**src/core/evp_pkg.sv**
```systemverilog
// Package: vector numbers, table offsets, priorities and carriers for the exception vectoring block
package evp_pkg;
   // Vector numbers of system exceptions
   localparam logic [5:0] EVP_VEC_RESET = 6'h01;
   localparam logic [5:0] EVP_VEC_NMI = 6'h02;
   localparam logic [5:0] EVP_VEC_HARD = 6'h03;
   localparam logic [5:0] EVP_VEC_MEM = 6'h04;
   localparam logic [5:0] EVP_VEC_BUS = 6'h05;
   localparam logic [5:0] EVP_VEC_USAGE = 6'h06;
   localparam logic [5:0] EVP_VEC_SVC = 6'h0b;
   localparam logic [5:0] EVP_VEC_DEBUG = 6'h0c;
   localparam logic [5:0] EVP_VEC_PENDSVC = 6'h0e;
   localparam logic [5:0] EVP_VEC_TICK = 6'h0f;
   // Peripheral lines start at this vector
   localparam logic [5:0] EVP_IRQ_BASE = 6'h10;
   localparam int EVP_NUM_IRQ = 17;
   localparam int EVP_NUM_VEC = 33;
   // Peripheral line indices with combined sources
   localparam int EVP_IRQ_LOW_VOLT = 1;
   localparam int EVP_IRQ_DMA12 = 10;
   localparam int EVP_IRQ_DMA34 = 11;
   localparam int EVP_IRQ_ADC = 12;
   localparam int EVP_IRQ_TMR_BUTC = 13;
   localparam int EVP_IRQ_TMR_CC = 14;
   // Handler table: word address is vector shifted left by this amount
   localparam int EVP_TABLE_SHIFT = 2;
   localparam logic [31:0] EVP_TABLE_BASE = 32'h0000_0000;
   // Priority encoding: 5 bits, fixed levels sort below all programmable ones
   localparam logic [4:0] EVP_PRI_RESET = 5'h00; // -3
   localparam logic [4:0] EVP_PRI_NMI = 5'h01; // -2
   localparam logic [4:0] EVP_PRI_HARD = 5'h02; // -1
   localparam logic [4:0] EVP_PRI_PROG_BASE = 5'h03; // programmable level 0
   localparam logic [4:0] EVP_PRI_IDLE = 5'h1f; // thread level
   // Words stacked on entry
   localparam logic [3:0] EVP_FRAME_WORDS = 4'h8;

   // Stack bus request towards the core's memory port
   typedef struct packed {
      logic valid;
      logic write;
      logic [31:0] addr;
   } evp_mem_req_s;

   // Delivery to the core
   typedef struct packed {
      logic active;
      logic [5:0] vec;
      logic [31:0] handler;
   } evp_exc_s;
endpackage

```
**src/core/evp_ctrl.sv**
```systemverilog
// Exception arbitration, automatic stacking, vector fetch and tail-chaining
module evp_ctrl
   import evp_pkg::*;
#(
   parameter int PRI_BITS = 4
) (
   // Clock and reset
   input wire logic mclk,
   input wire logic nrst,
   // System exception sources (levels, held until taken)
   input wire logic nmi_req,
   input wire logic hard_fault_req,
   input wire logic mem_fault_req,
   input wire logic prefetch_fault_req,
   input wire logic data_fault_req,
   input wire logic undef_instr_req,
   input wire logic illegal_state_req,
   input wire logic svc_instr_req,
   input wire logic pendable_service_req,
   input wire logic debug_mon_req,
   input wire logic tick_req,
   // Peripheral sources
   input wire logic [EVP_NUM_IRQ-1:0] irq_raw,
   input wire logic low_voltage_detector_evt,
   input wire logic [3:0] dma_ch_req,
   input wire logic adc_req,
   input wire logic [1:0] analog_comparators_req,
   input wire logic [3:0] tmr_butc_req,
   input wire logic tmr_cc_req,
   // Programmable priorities, one field per vector
   input wire logic [EVP_NUM_VEC*PRI_BITS-1:0] prio_cfg,
   // Core handshake
   input wire logic handler_return,
   input wire logic [31:0] stack_ptr,
   input wire logic mem_ack,
   input wire logic [31:0] mem_rdata,
   output evp_mem_req_s mem_req,
   output evp_exc_s exc_out,
   output logic handler_mode,
   output logic [5:0] ack_vec,
   output logic ack_pulse
);
   // Sequencer states
   typedef enum logic [2:0] {EVP_IDLE, EVP_STACK, EVP_RUN, EVP_UNSTACK} evp_state_e;

   // Pending per vector
   logic [EVP_NUM_VEC-1:0] pend;
   logic [EVP_NUM_IRQ-1:0] irq_line;
   evp_state_e state_reg, state_next;
   logic [3:0] cnt_reg; // Stack word count
   logic [5:0] vec_reg; // Vector being served
   logic [31:0] handler_reg; // Fetched handler address
   logic fetched_reg; // Vector read complete
   logic [31:0] sp_reg; // Frame base
   logic [4:0] cur_pri_reg; // Running priority

   // Peripheral line combining
   always_comb begin
      irq_line = irq_raw;
      irq_line[EVP_IRQ_LOW_VOLT] = irq_raw[EVP_IRQ_LOW_VOLT]
                                   | low_voltage_detector_evt;
      irq_line[EVP_IRQ_DMA12] = irq_raw[EVP_IRQ_DMA12] | dma_ch_req[0] | dma_ch_req[1];
      irq_line[EVP_IRQ_DMA34] = irq_raw[EVP_IRQ_DMA34] | dma_ch_req[2] | dma_ch_req[3];
      irq_line[EVP_IRQ_ADC] = irq_raw[EVP_IRQ_ADC] | adc_req | (|analog_comparators_req);
      irq_line[EVP_IRQ_TMR_BUTC] = irq_raw[EVP_IRQ_TMR_BUTC] | (|tmr_butc_req);
      irq_line[EVP_IRQ_TMR_CC] = irq_raw[EVP_IRQ_TMR_CC] | tmr_cc_req;
   end

   // Pending vector map; reset vector is never requested after boot
   always_comb begin
      pend = '0;
      pend[EVP_VEC_NMI] = nmi_req;
      pend[EVP_VEC_HARD] = hard_fault_req;
      pend[EVP_VEC_MEM] = mem_fault_req;
      pend[EVP_VEC_BUS] = prefetch_fault_req | data_fault_req;
      pend[EVP_VEC_USAGE] = undef_instr_req | illegal_state_req;
      pend[EVP_VEC_SVC] = svc_instr_req;
      pend[EVP_VEC_DEBUG] = debug_mon_req;
      pend[EVP_VEC_PENDSVC] = pendable_service_req;
      pend[EVP_VEC_TICK] = tick_req;
      pend[EVP_NUM_VEC-1:EVP_IRQ_BASE] = irq_line;
   end

   // Effective priority of one vector
   function automatic logic [4:0] eff_pri(input int v);
      logic [4:0] p;
      p = EVP_PRI_PROG_BASE + 5'(prio_cfg[v*PRI_BITS +: PRI_BITS]);
      if (v == int'(EVP_VEC_RESET)) p = EVP_PRI_RESET;
      if (v == int'(EVP_VEC_NMI)) p = EVP_PRI_NMI;
      if (v == int'(EVP_VEC_HARD)) p = EVP_PRI_HARD;
      return p;
   endfunction

   // Priority search: lowest value wins, lowest vector breaks ties
   logic [4:0] best_pri;
   logic [5:0] best_vec;
   logic best_ok;
   always_comb begin
      best_pri = EVP_PRI_IDLE;
      best_vec = '0;
      best_ok = 1'b0;
      for (int v = EVP_NUM_VEC-1; v >= 0; v--) begin
         if (pend[v] && eff_pri(v) <= best_pri) begin
            best_pri = eff_pri(v);
            best_vec = 6'(v);
            best_ok = 1'b1;
         end
      end
   end

   // Pre-emption only when strictly more urgent than what runs
   // Only idle is ever pre-empted here: a running handler is never nested
   wire take_new = best_ok && (best_pri < cur_pri_reg);
   // At return, anything pending chains straight in
   wire chain = handler_return && best_ok;
   wire stack_done = (cnt_reg == EVP_FRAME_WORDS) && fetched_reg;
   // Table word of the vector being served: four bytes per entry
   wire [31:0] cur_vec_addr = EVP_TABLE_BASE + (32'(vec_reg) << EVP_TABLE_SHIFT);

   // Next-state decode
   always_comb begin
      state_next = state_reg;
      case (state_reg)
         EVP_IDLE: if (take_new) state_next = EVP_STACK;
         EVP_STACK: if (stack_done) state_next = EVP_RUN;
         EVP_RUN: begin
            // Chained entry refetches the vector only; frame stays
            if (chain) state_next = EVP_STACK;
            else if (handler_return) state_next = EVP_UNSTACK;
         end
         EVP_UNSTACK: if (cnt_reg == EVP_FRAME_WORDS) state_next = EVP_IDLE;
         default: state_next = EVP_IDLE;
      endcase
   end

   // Memory port: stack writes, table read slotted among them, unstack reads
   // Table read sits at the first odd count of a fresh frame; a chained entry starts
   // with the frame already counted full, so the read is then its only transfer
   wire frame_full = (cnt_reg == EVP_FRAME_WORDS);
   wire fetch_turn = cnt_reg[0] || frame_full;
   wire fetch_slot = (state_reg == EVP_STACK) && !fetched_reg && fetch_turn;
   wire stack_wr = (state_reg == EVP_STACK) && !fetch_slot && (cnt_reg != EVP_FRAME_WORDS);
   always_comb begin
      mem_req.valid = stack_wr || fetch_slot || (state_reg == EVP_UNSTACK
                      && cnt_reg != EVP_FRAME_WORDS);
      mem_req.write = stack_wr;
      if (fetch_slot) mem_req.addr = cur_vec_addr;
      else mem_req.addr = sp_reg + {26'h0, cnt_reg, 2'b00};
   end

   // Sequencer registers
   always_ff @(posedge mclk or negedge nrst) begin
      if (!nrst) begin
         state_reg <= EVP_IDLE;
         cnt_reg <= '0;
         vec_reg <= '0;
         fetched_reg <= 1'b0;
      end else begin
         state_reg <= state_next;
         // A chain keeps the stacked frame, so it enters with the count full: no restack
         if (state_reg == EVP_RUN && chain) cnt_reg <= EVP_FRAME_WORDS;
         else if (state_reg != state_next) cnt_reg <= '0;
         else if (mem_ack && mem_req.valid && !fetch_slot) cnt_reg <= cnt_reg + 4'h1;
         // Latch winner at entry or chain
         if ((state_reg == EVP_IDLE && take_new) || (state_reg == EVP_RUN && chain)) begin
            vec_reg <= best_vec;
            fetched_reg <= 1'b0;
         end else if (fetch_slot && mem_ack) begin
            fetched_reg <= 1'b1;
         end
      end
   end

   // Frame base, handler address and running priority
   always_ff @(posedge mclk or negedge nrst) begin
      if (!nrst) begin
         sp_reg <= '0;
         handler_reg <= '0;
         cur_pri_reg <= EVP_PRI_IDLE;
      end else begin
         // Frame grows down by eight words; reused across a chain
         if (state_reg == EVP_IDLE && take_new) begin
            sp_reg <= stack_ptr - {26'h0, EVP_FRAME_WORDS, 2'b00};
            cur_pri_reg <= best_pri;
         end
         if (state_reg == EVP_RUN && chain) cur_pri_reg <= best_pri;
         if (fetch_slot && mem_ack) handler_reg <= mem_rdata;
         if (state_reg == EVP_UNSTACK && state_next == EVP_IDLE) cur_pri_reg <= EVP_PRI_IDLE;
      end
   end

   // Delivery outputs
   logic ack_reg;
   always_ff @(posedge mclk or negedge nrst) begin
      if (!nrst) begin
         ack_reg <= 1'b0;
         exc_out <= '0;
      end else begin
         // Entry pulse lands with the first handler-state cycle, so the core sees both at once
         ack_reg <= (state_reg == EVP_STACK) && stack_done;
         exc_out.active <= (state_next == EVP_RUN);
         exc_out.vec <= vec_reg;
         exc_out.handler <= handler_reg;
      end
   end

   assign handler_mode = exc_out.active;
   assign ack_pulse = ack_reg;
   assign ack_vec = exc_out.vec;
endmodule

```
**config.mk**
```make
export PLATFORM = sky130hd
export DESIGN_NAME = evp_ctrl
export DESIGN_NICKNAME = d
export VERILOG_FILES = /design/src/core/evp_pkg.sv /design/src/core/evp_ctrl.sv
export SDC_FILE = /design/constraint.sdc
export NUM_CORES = 1
export LEC_CHECK = 0
export ABC_AREA = 1
export BUFFER_PORTS_ARGS = -buffer_cell sky130_fd_sc_hd__buf_2
export CAP_MARGIN = 20
export CORE_ASPECT_RATIO = 0.8
export CORE_MARGIN = 3
export CORE_UTILIZATION = 56
export DETAILED_ROUTE_END_ITERATION = 6
export PLACE_DENSITY_LB_ADDON = 0.3
export SLEW_MARGIN = 20
export SYNTH_ARGS = -nofsm -noshare
export SYNTH_HDL_FRONTEND = slang
export SYNTH_SLANG_ARGS = --single-unit
```
**constraint.sdc**
```tcl
create_clock -name mclk -period 4.3 [get_ports mclk]
set_clock_uncertainty 0.1 [all_clocks]
set_input_delay 0.43 -clock mclk [delete_from_list [all_inputs] [get_ports mclk]]
set_output_delay 0.43 -clock mclk [all_outputs]
set_load 0.01 [all_outputs]
```
==> flow_summary.json, run 1 <==
{
  "status": "aborted with a tool error",
  "haltStage": "5_1_grt",
  "firstError": "[ERROR DPL-0038] Utilization greater than 100%, impossible to legalize",
  "std_cell_rows": 49,
  "numPlacedInstances": 2870,
  "place_hpwl_mm": 32.60,
  "cts.sinks": 123,
  "synth.distinct_cells": 61,
  "synth_top_family_by_area": "simple AND/OR/NAND/NOR gates",
  "synth_area_leaders": "dfrtp_1 (22%), nand2_1 (13%), ha_1 (9.3%), nand3_1 (8.6%), inv_1 (7.9%)",
  "avgSynthCellArea_um2": 6.784,
  "cts.path.max_buffers": 2,
  "synthesis.area_um2": 13150,
  "grt_repair_worst_endpoint": "cnt_reg[3]$_DFFE_PN0P_/D",
  "synth_edf_count": 0,
  "cts_root_buffer": "clkbuf_16",
  "grt_max_degree": 62,
  "synthTopCellsByCount": "nand2_1 (465), inv_1 (276), nand3_1 (225)",
  "worstEpCategory": "register input",
  "placed_cell_area_um2": 17650,
  "ys_seq_elements": 123,
  "yosysTopAreaCellShare_pct": 22.46,
  "synth_mux_area_share_pct": 2.741,
  "async_flop_share_pct": 100.0,
  "pin_count": 322,
  "start_util_pct": 57.80,
  "synthesis.nets": 2278,
  "die_h_um": 143.1,
  "synthSimpleGateAreaFrac_pct": 39.54,
  "synthAdderAreaFrac_pct": 9.478,
  "seq_area_frac_synth_pct": 23.46,
  "yosys_warnings": 0,
  "cts_made_buffers": 17,
  "synth_xor_area_share_pct": 4.930,
  "placement.io_buffers": 285,
  "yosysTopAreaCell": "dfrtp_1",
  "place_congestion": 0.9174,
  "synthFlopType": "dfrtp_1",
  "die_w_um": 177.3,
  "yosysMostFrequentCell": "nand2_1",
  "netlist_instances": 1938,
  "synth_compound_area_share_pct": 8.784,
  "htree_levels": 4
}
what timing repair did:
action	in CTS
hold buffers	0
pin swaps	140
setup buffers	121
endpoints found under the setup margin	60
cloned	7
resized for setup	268
metrics by stage:
stage | setup TNS (ns) | worst slack (ns)
2_1_floorplan | -1080.97 | -21.34
3_3_place_gp | -1017.94 | -20.05
3_5_place_dp | -1096.20 | -21.60
4_1_cts | -1015.19 | -19.97
cells by family after synthesis:
family | after synthesis
simple gates | 1078
buf+inv | 324
compound gates | 207
flops | 123
fa+ha+maj | 99
xor+xnor | 74
mux | 32
other cells | 1
==> inputs of run 2 (changes only) <==
Settings changed: CORE_ASPECT_RATIO 0.8 to default, CORE_UTILIZATION 56 to 40, PLACE_DENSITY_LB_ADDON 0.3 to 0.15.
==> flow_summary.json, run 2 <==
{
  "die_h_um": 187.3,
  "core-area_um2": 31960,
  "async_flop_share_pct": 100.0,
  "viasPerCell": 4.911,
  "synth_edf_count": 0,
  "worstSkewPairLatency_ns": 0.40,
  "std_cell_rows": 65,
  "synthesis.nets": 2278,
  "layout_common_cells": "buf_4 (501), nand2_1 (310), buf_2 (282), inv_1 (245), nand2_2 (167)",
  "htree_levels": 4,
  "cp_slowest_cell": "ha_4",
  "grt_antenna_before_repair": 8,
  "n_fill_cell": 2560,
  "slew-limit-headroom_pct": 41.71,
  "ant_nets": 0,
  "start_util_pct": 41.14,
  "tightestPinTransition_ns": 0.8743,
  "max_freq_ghz": 0.04052,
  "crit_path_max_incr_delay_ns": 0.31,
  "grt_pass1_vias": 15390,
  "ys_seq_elements": 123,
  "setup_viol": 60,
  "synth.distinct_cells": 61,
  "violations": "negative setup slack",
  "die_w_um": 187.3,
  "cp.required_ns": 4.53,
  "syn2layout_area_growth_pct": 72.71,
  "yosysTopAreaCell": "dfrtp_1",
  "finalHoldViolCount": 0,
  "start_kind": "primary input",
  "worstReg2RegStart": "cnt_reg[0]",
  "synth_mux_area_share_pct": 2.741,
  "nNetsFinal": 3111,
  "postCtsHoldBufs": 0,
  "drt_pass1_iterations": 5,
  "place_congestion": 0.9194,
  "synth_top_family_by_area": "simple AND/OR/NAND/NOR gates",
  "wl_per_cell_um": 14.52,
  "cts_made_buffers": 17,
  "synth_xor_area_share_pct": 4.930,
  "avgSynthCellArea_um2": 6.784,
  "dr_total_vias": 15830,
  "grt_use_total_pct": 23.26,
  "arrival_ns": 24.90,
  "place_hpwl_mm": 31.67,
  "placement.io_buffers": 285,
  "synth_area_leaders": "dfrtp_1 (22%), nand2_1 (13%), ha_1 (9.3%), nand3_1 (8.6%), inv_1 (7.9%)",
  "pin_count": 322,
  "synthFlopType": "dfrtp_1",
  "cts.sinks": 123,
  "hold_class": "primary input to asynchronous set/reset pin",
  "cp_common_cell": "nand2_2",
  "drc": 0,
  "drt-initial-drc-count": 728,
  "crit_family": "simple AND/OR/NAND/NOR gates",
  "synthAdderAreaFrac_pct": 9.478,
  "drv_slew": 0,
  "dieArea_um2": 35080,
  "netlist_instances": 1938,
  "cts.path.max_buffers": 2,
  "fin_crit_ns": 24.68,
  "worst-path-buf-inv": 15,
  "routed_wl_mm": 46.81,
  "yosysMostFrequentCell": "nand2_1",
  "period_share_pct": 573.9,
  "grt_pass1_wl_mm": 69.70,
  "worst_setup_path_end_kind": "flop",
  "critPathLaunch": "prio_cfg[128]",
  "synthTopCellsByCount": "nand2_1 (465), inv_1 (276), nand3_1 (225)",
  "yosys_warnings": 0,
  "clk_pin_slew_ns": 0.07,
  "synthesis.area_um2": 13150,
  "grt_overflow": 0,
  "drive_gt1_share_pct": 56.07,
  "cts_root_buffer": "clkbuf_16",
  "rsz0062_at_grt": "true",
  "synth_compound_area_share_pct": 8.784,
  "cts_tree": "yes",
  "cap_violations": 0,
  "yosysTopAreaCellShare_pct": 22.46,
  "crit_type": "primary input to flop",
  "synthSimpleGateAreaFrac_pct": 39.54,
  "crit_fanout": 8,
  "post-place-ws_ns": -21.14,
  "finalWorstSetupSlack_ns": -20.38,
  "status": "finished, violations left",
  "final_common_cell": "buf_4",
  "grt_max_degree": 70,
  "seq_area_frac_synth_pct": 23.46
}
run 2: metrics by stage:
stage | hold WS, ns | util [%] | area [um^2] | setup TNS [ns] | cells
after floorplan | 0.03441 | - | 13370 | -1080.97 | 1938
after global placement | 0.2498 | 56.18 | 17960 | -1020.93 | 3015
after detailed placement | 0.2559 | 56.18 | 17960 | -1074.32 | 3015
after CTS | 0.06137 | 64.80 | 20710 | -992.21 | 3185
after global routing | 0.09878 | 71.04 | 22710 | -1121.46 | 3224
final | 0.03027 | 71.04 | 22710 | -1037.32 | 3224
run 2: cell families (layout without fill, tap and decap cells):
logic type / after synthesis / in the layout
compound gates: 207 / 207
mux: 32 / 32
other cells: 1 / 6
simple gates: 1078 / 1080
fa+ha+maj: 99 / 99
flops: 123 / 123
xor+xnor: 74 / 74
buf+inv: 324 / 1168
run 2: path summary, 6_finish.rpt:
| path | slack, ns | endpoint | depth (start not counted) |
|---|---|---|---|
| worst min-delay path | 0.03 | sp_reg[22] | 1 |
| min in group mclk | 0.14 | sp_reg[2] | 3 |
| worst max-delay path | -20.38 | sp_reg[18] | 219 |
| worst min register to register | 0.26 | exc_out[27] | 0 |
| worst max register to register | 1.16 | handler_reg[21] | 13 |
| max in group asynchronous | 3.10 | cur_pri_reg[0] | 2 |
run 2: what timing repair did:
| action | CTS | global route |
|---|---|---|
| gates resized for setup | 279 | 381 |
| pin swaps | 132 | 265 |
| setup endpoints to repair | 58 | 62 |
| buffers inserted | 138 | 51 |
| gates cloned | 5 | 7 |
run 2: worst register-to-register path, cell delays in order, from the launching register on:
cell and delay [ns]:
dfrtp_1 0.38, buf_4 0.14, buf_4 0.13, inv_1 0.07
ha_1 0.20, nand2_1 0.06, nor2_1 0.04, inv_1 0.13
nand2_1 0.07, nand2_1 0.09, clkinv_1 0.50, nand2_1 0.30
buf_4 0.42, mux2_2 0.41
run 2: final cells by class:
class	count	area [um^2]	share of cell area (%)
diodes	5	12.51	0.05510
clock buffers	17	425.4	1.873
clock inverters	15	142.6	0.6282
inverters	282	1111	4.893
multi-input cells	1493	11270	49.65
flip-flops and latches	123	3084	13.58
well taps	435	544.3	2.397
repair buffers	851	6070	26.73
repair inverters	3	43.79	0.1929
run 2: routing by layer:
layer,vias to the layer above,global-route usage [%],wire length (um)
li1,7952,-,-
met3,99,2.867,2048
met5,-,0,43
met4,6,5.990,1188
met2,432,42.94,24380
met1,7345,28.54,19150
Power of run 2 is left out: the tool's default activity adds up to more than one toggle a clock period on the data nets, which glitch-free logic cannot reach.
==> inputs of run 3 (changes only) <==
Settings changed: ABC_AREA 1 to default, BUFFER_PORTS_ARGS -buffer_cell sky130_fd_sc_hd__buf_2 to default, DONT_BUFFER_PORTS from default to 1.
==> flow_summary.json, run 3 <==
{
  "status": "finished, violations left",
  "violations": "negative setup slack",
  "finalHoldViolCount": 0,
  "final_common_cell": "buf_4",
  "place_congestion": 0.9041,
  "finalWorstSetupSlack_ns": -31.05,
  "cp_slowest_cell": "or4_4",
  "core-area_um2": 35740,
  "yosys_warnings": 0,
  "ys_seq_elements": 123,
  "synth_edf_count": 0,
  "std_cell_rows": 69,
  "grt_overflow": 0,
  "cp_common_cell": "ha_4",
  "grt_max_degree": 124,
  "syn2layout_area_growth_pct": 52.22,
  "pin_count": 322,
  "die_w_um": 196.8,
  "placed_cell_area_um2": 19420,
  "drive_gt1_share_pct": 45.53,
  "layout_common_cells": "buf_4 (656), nand2_1 (180), nor2_1 (161), dfrtp_1 (118), inv_1 (104)",
  "dr_total_vias": 15920,
  "netlist_instances": 1797,
  "die_h_um": 196.8,
  "yosysMostFrequentCell": "nand2_1",
  "viasPerCell": 5.446,
  "cp.required_ns": 4.49,
  "nNetsFinal": 2789,
  "grt_use_total_pct": 24.25,
  "drt-initial-drc-count": 670,
  "start_kind": "primary input",
  "cts_root_buffer": "clkbuf_16",
  "synth.distinct_cells": 152,
  "synthesis.area_um2": 14560,
  "period_share_pct": 822.1,
  "finish.instance_area_um2": 22160,
  "fin_crit_ns": 35.35,
  "yosysTopAreaCell": "dfrtp_1",
  "arrival_ns": 35.54,
  "drv_slew": 0,
  "wl_per_cell_um": 16.95,
  "cts.path.max_buffers": 2,
  "drc": 0,
  "diodes": 0,
  "slew-limit-headroom_pct": 51.13,
  "worstSkewPairLatency_ns": 0.41,
  "cap_violations": 0,
  "crit_type": "primary input to flop",
  "place_hpwl_mm": 38.84,
  "cts.sinks": 123,
  "worst_setup_path_end_kind": "flop",
  "rsz0062_at_grt": "true",
  "synthesis.nets": 2137,
  "seq_area_frac_synth_pct": 21.18,
  "clk_pin_slew_ns": 0.06,
  "synth_area_leaders": "dfrtp_1 (20%), ha_1 (8.4%), nand2_1 (5.1%), xnor2_1 (4.8%), nor2_1 (4.7%)",
  "dieArea_um2": 38720,
  "ant_nets": 0,
  "async_flop_share_pct": 100.0,
  "grt_pass1_wl_mm": 78.31,
  "tightestPinTransition_ns": 0.7254,
  "routed_wl_mm": 49.56,
  "setup_viol": 51,
  "start_util_pct": 40.73,
  "grt_pass1_vias": 15930,
  "yosysTopAreaCellShare_pct": 20.28,
  "cts_made_buffers": 17,
  "cts_tree": "yes",
  "grt_antenna_before_repair": 0,
  "crit_path_max_incr_delay_ns": 0.52,
  "crit_fanout": 6,
  "drt_pass1_iterations": 5,
  "htree_levels": 4,
  "placement.io_buffers": 0,
  "avgSynthCellArea_um2": 8.102,
  "max_freq_ghz": 0.02829,
  "synthFlopType": "dfrtp_1",
  "post-route-util_pct": 62.00,
  "hold_class": "primary input to flop",
  "synthTopCellsByCount": "nand2_1 (198), nor2_1 (181), dfrtp_1 (118), inv_1 (118), o21ai_0 (100)"
}
-- run 3: stage by stage --
stage	TNS, ns	hold slack [ns]	setup WS (ns)	std cells
after floorplan	-1618.31	0.03441	-31.83	1797
after global placement	-1598.96	0.03688	-31.44	2745
after detailed placement	-1642.47	0.03702	-32.30	2745
after CTS	-1549.87	0.03165	-30.49	2892
after global routing	-1671.04	0.04116	-32.86	2923
final	-1578.81	0.06108	-31.05	2923
-- run 3: worst max-delay path, delay by kind of cell --
family                   cells  cell delay [ns]
buffers and inverters       25             2.66
AO/OA/AOI/OAI               76            15.26
XOR/XNOR                     1             0.15
multiplexers                10             2.30
AND/OR/NAND/NOR             60             8.45
adder cells (fa/ha/maj)     25             6.30
-- run 3: kinds of logic after synthesis --
logic type,share of synthesized area [%]
AOI/OAI and AO/OA,25.01
xor gates and xnor gates,8.353
adders and majority gates,9.041
buffers and inverters,5.225
DFF,21.18
muxes,7.039
other,0.02576
and+or+nand+nor,24.12
-- run 3: worst paths after layout --
kind | slack (ns) | start | cells past startpoint | end
worst max-delay path | -31.05 | prio_cfg[129] | 197 | vec_reg[0]
worst min-delay path | 0.06 | mem_rdata[11] | 1 | handler_reg[11]
worst max register to register | 1.38 | cnt_reg[0] | 9 | handler_reg[17]
worst min register to register | 0.27 | handler_reg[20] | 0 | exc_out[20]
max in group asynchronous | 3.10 | nrst | 2 | handler_reg[13]
min in group asynchronous | 0.56 | nrst | 2 | exc_out[17]
-- run 3: repair_timing --
item	4_1_cts	5_1_grt
gates resized for setup	120	97
gates cloned	1	0
endpoints found under the hold margin	124	0
hold buffers	3	0
buffers inserted	113	32
endpoints found under the setup margin	51	51
pin swaps	81	111
-- run 3: layout make-up --
type	count	area (um^2)
clock buffers	18	439.2
clock inverters	14	158.9
fillers	3114	13580
inverters	118	462.9
multi-input cells	1511	12200
flip-flops and latches	123	3084
well taps	461	576.8
repair buffers	678	5241
-- run 3: routing by layer --
layer  vias up  global-route usage [%]  routed length (um)
met3        75                   4.701                2605
met5         -                       0                   0
met2       359                   43.93               25170
met4         0                   6.125                 979
met1      7600                   29.58               20800
li1       7884                       -                   -
Power of run 3 is left out for the same reason.
==> inputs of run 4 (changes only) <==
==> constraint.sdc (replaced) <==
create_clock -name mclk -period 4.3 [get_ports mclk]
set_clock_uncertainty 0.1 [all_clocks]
set_input_delay 0.645 -clock mclk [delete_from_list [all_inputs] [get_ports mclk]]
set_output_delay 0.645 -clock mclk [all_outputs]
set_load 0.01 [all_outputs]
==> flow_summary.json, run 4 (synthesis gave the netlist of run 3 again) <==
{
  "cts_made_buffers": 17,
  "numPlacedInstances": 2749,
  "wl_per_cell_um": 17.28,
  "grt_use_total_pct": 24.58,
  "drt-initial-drc-count": 597,
  "syn2layout_area_growth_pct": 55.28,
  "fin_crit_ns": 35.67,
  "status": "finished, violations left",
  "slew-limit-headroom_pct": 51.48,
  "viasPerCell": 5.459,
  "fin_cells": 2912,
  "worst_setup_path_end_kind": "flop",
  "cts.sinks": 123,
  "period_share_pct": 829.6,
  "drive_gt1_share_pct": 47.33,
  "start_util_pct": 40.73,
  "diodes": 0,
  "drv_slew": 0,
  "setup_viol": 51,
  "cts_root_buffer": "clkbuf_16",
  "finalWorstSetupSlack_ns": -31.37,
  "drt_pass1_iterations": 5,
  "start_kind": "primary input",
  "die_w_um": 196.8,
  "grt_antenna_before_repair": 0,
  "core-area_um2": 35740,
  "n_fill_cell": 3020,
  "die_h_um": 196.8,
  "dieArea_um2": 38720,
  "cts_tree": "yes",
  "whs_ns": 0.1120,
  "htree_levels": 4,
  "hold_class": "primary input to asynchronous set/reset pin",
  "crit_path_max_incr_delay_ns": 0.52,
  "cap_violations": 0,
  "arrival_ns": 35.87,
  "tightestPinTransition_ns": 0.7201,
  "cp_slowest_cell": "or4_1",
  "finalHoldViolCount": 0,
  "cp_common_cell": "buf_4",
  "crit_fanout": 8,
  "worstSkewPairLatency_ns": 0.40,
  "nNetsFinal": 2778,
  "rsz0062_at_grt": "true",
  "clk_pin_slew_ns": 0.06,
  "crit_type": "primary input to flop",
  "routed_wl_mm": 50.32,
  "grt_pass1_wl_mm": 79.45,
  "cts.path.max_buffers": 2,
  "cp.required_ns": 4.49,
  "grt_overflow": 0,
  "grt_pass1_vias": 16220,
  "max_freq_ghz": 0.02803,
  "violations": "negative setup slack",
  "final_common_cell": "buf_4",
  "std_cell_rows": 69,
  "grt_max_degree": 124,
  "place_hpwl_mm": 38.91,
  "place_congestion": 0.9075,
  "pin_count": 322,
  "drc": 0,
  "layout_common_cells": "buf_4 (638), nand2_1 (165), nor2_1 (155), dfrtp_1 (118), inv_1 (106)",
  "placement.io_buffers": 0,
  "ant_nets": 0,
  "dr_total_vias": 15900
}
==> run 4: changes by cell type in the layout (fill, tap and decap cells not counted), sizes merged <==
cell / delta
buf: -11
inv: -4
clkbuf: +2
clkinv: +2
clkinvlp: +2
dlygate4sd3: -2
and2: +1
bufinv: -1
==> run 4: critical path: cells and delay by family <==
| kind | cells | cell delay, ns |
|---|---|---|
| AO/OA/AOI/OAI | 80 | 13.19 |
| XOR/XNOR | 1 | 0.16 |
| adder cells (fa/ha/maj) | 26 | 6.69 |
| AND/OR/NAND/NOR | 64 | 9.93 |
| buffers and inverters | 32 | 3.55 |
| multiplexers | 6 | 1.62 |
==> run 4: layout make-up <==
cell class | count | area [um^2] | area share [%]
Tap cell | 461 | 576.8 | 2.551
Inverter | 118 | 473.0 | 2.092
Multi-Input combinational cell | 1512 | 12610 | 55.80
Timing Repair Buffer | 666 | 5295 | 23.42
Clock inverter | 13 | 120.1 | 0.5313
Sequential cell | 123 | 3084 | 13.64
Clock buffer | 19 | 442.9 | 1.959
==> run 4: per-stage QoR <==
stage | utilization (%) | setup WS, ns | TNS (ns) | cell area, um^2
2_1_floorplan | - | -32.04 | -1629.28 | 15190
3_3_place_gp | 54.41 | -31.43 | -1598.35 | 19450
3_5_place_dp | 54.41 | -32.34 | -1644.63 | 19450
4_1_cts | 60.36 | -30.78 | -1566.85 | 21570
5_1_grt | 63.25 | -33.17 | -1686.60 | 22610
6_report | 63.25 | -31.37 | -1594.78 | 22610
==> run 4: path summary, 6_finish.rpt <==
path                                   end  cells past startpoint            start  slack (ns)
hold / removal                  sp_reg[29]                      1             nrst        0.11
min in group mclk                sp_reg[5]                      1     stack_ptr[5]        0.22
setup reg to reg           handler_reg[22]                      9       cnt_reg[0]        1.23
setup / recovery                sp_reg[25]                    209    prio_cfg[129]      -31.37
max in group asynchronous   cur_pri_reg[1]                      1             nrst        3.57
hold reg to reg                exc_out[21]                      0  handler_reg[21]        0.27
==> run 4: timing repair <==
| action | CTS | global route |
|---|---|---|
| hold buffers | 1 | 0 |
| setup buffers | 91 | 35 |
| setup endpoints to repair | 51 | 51 |
| resized for setup | 141 | 174 |
| gates cloned | 9 | 1 |
| pin swaps | 142 | 171 |
| hold endpoints to repair | 123 | 0 |
==> run 4: per-layer routing <==
layer  global-route usage [%]  wire length [um]
met5                        0                 0
met4                    6.943              1195
met3                    4.410              2599
met2                    43.91             25350
met1                    30.43             21180
Power of run 4 is left out for the same reason.
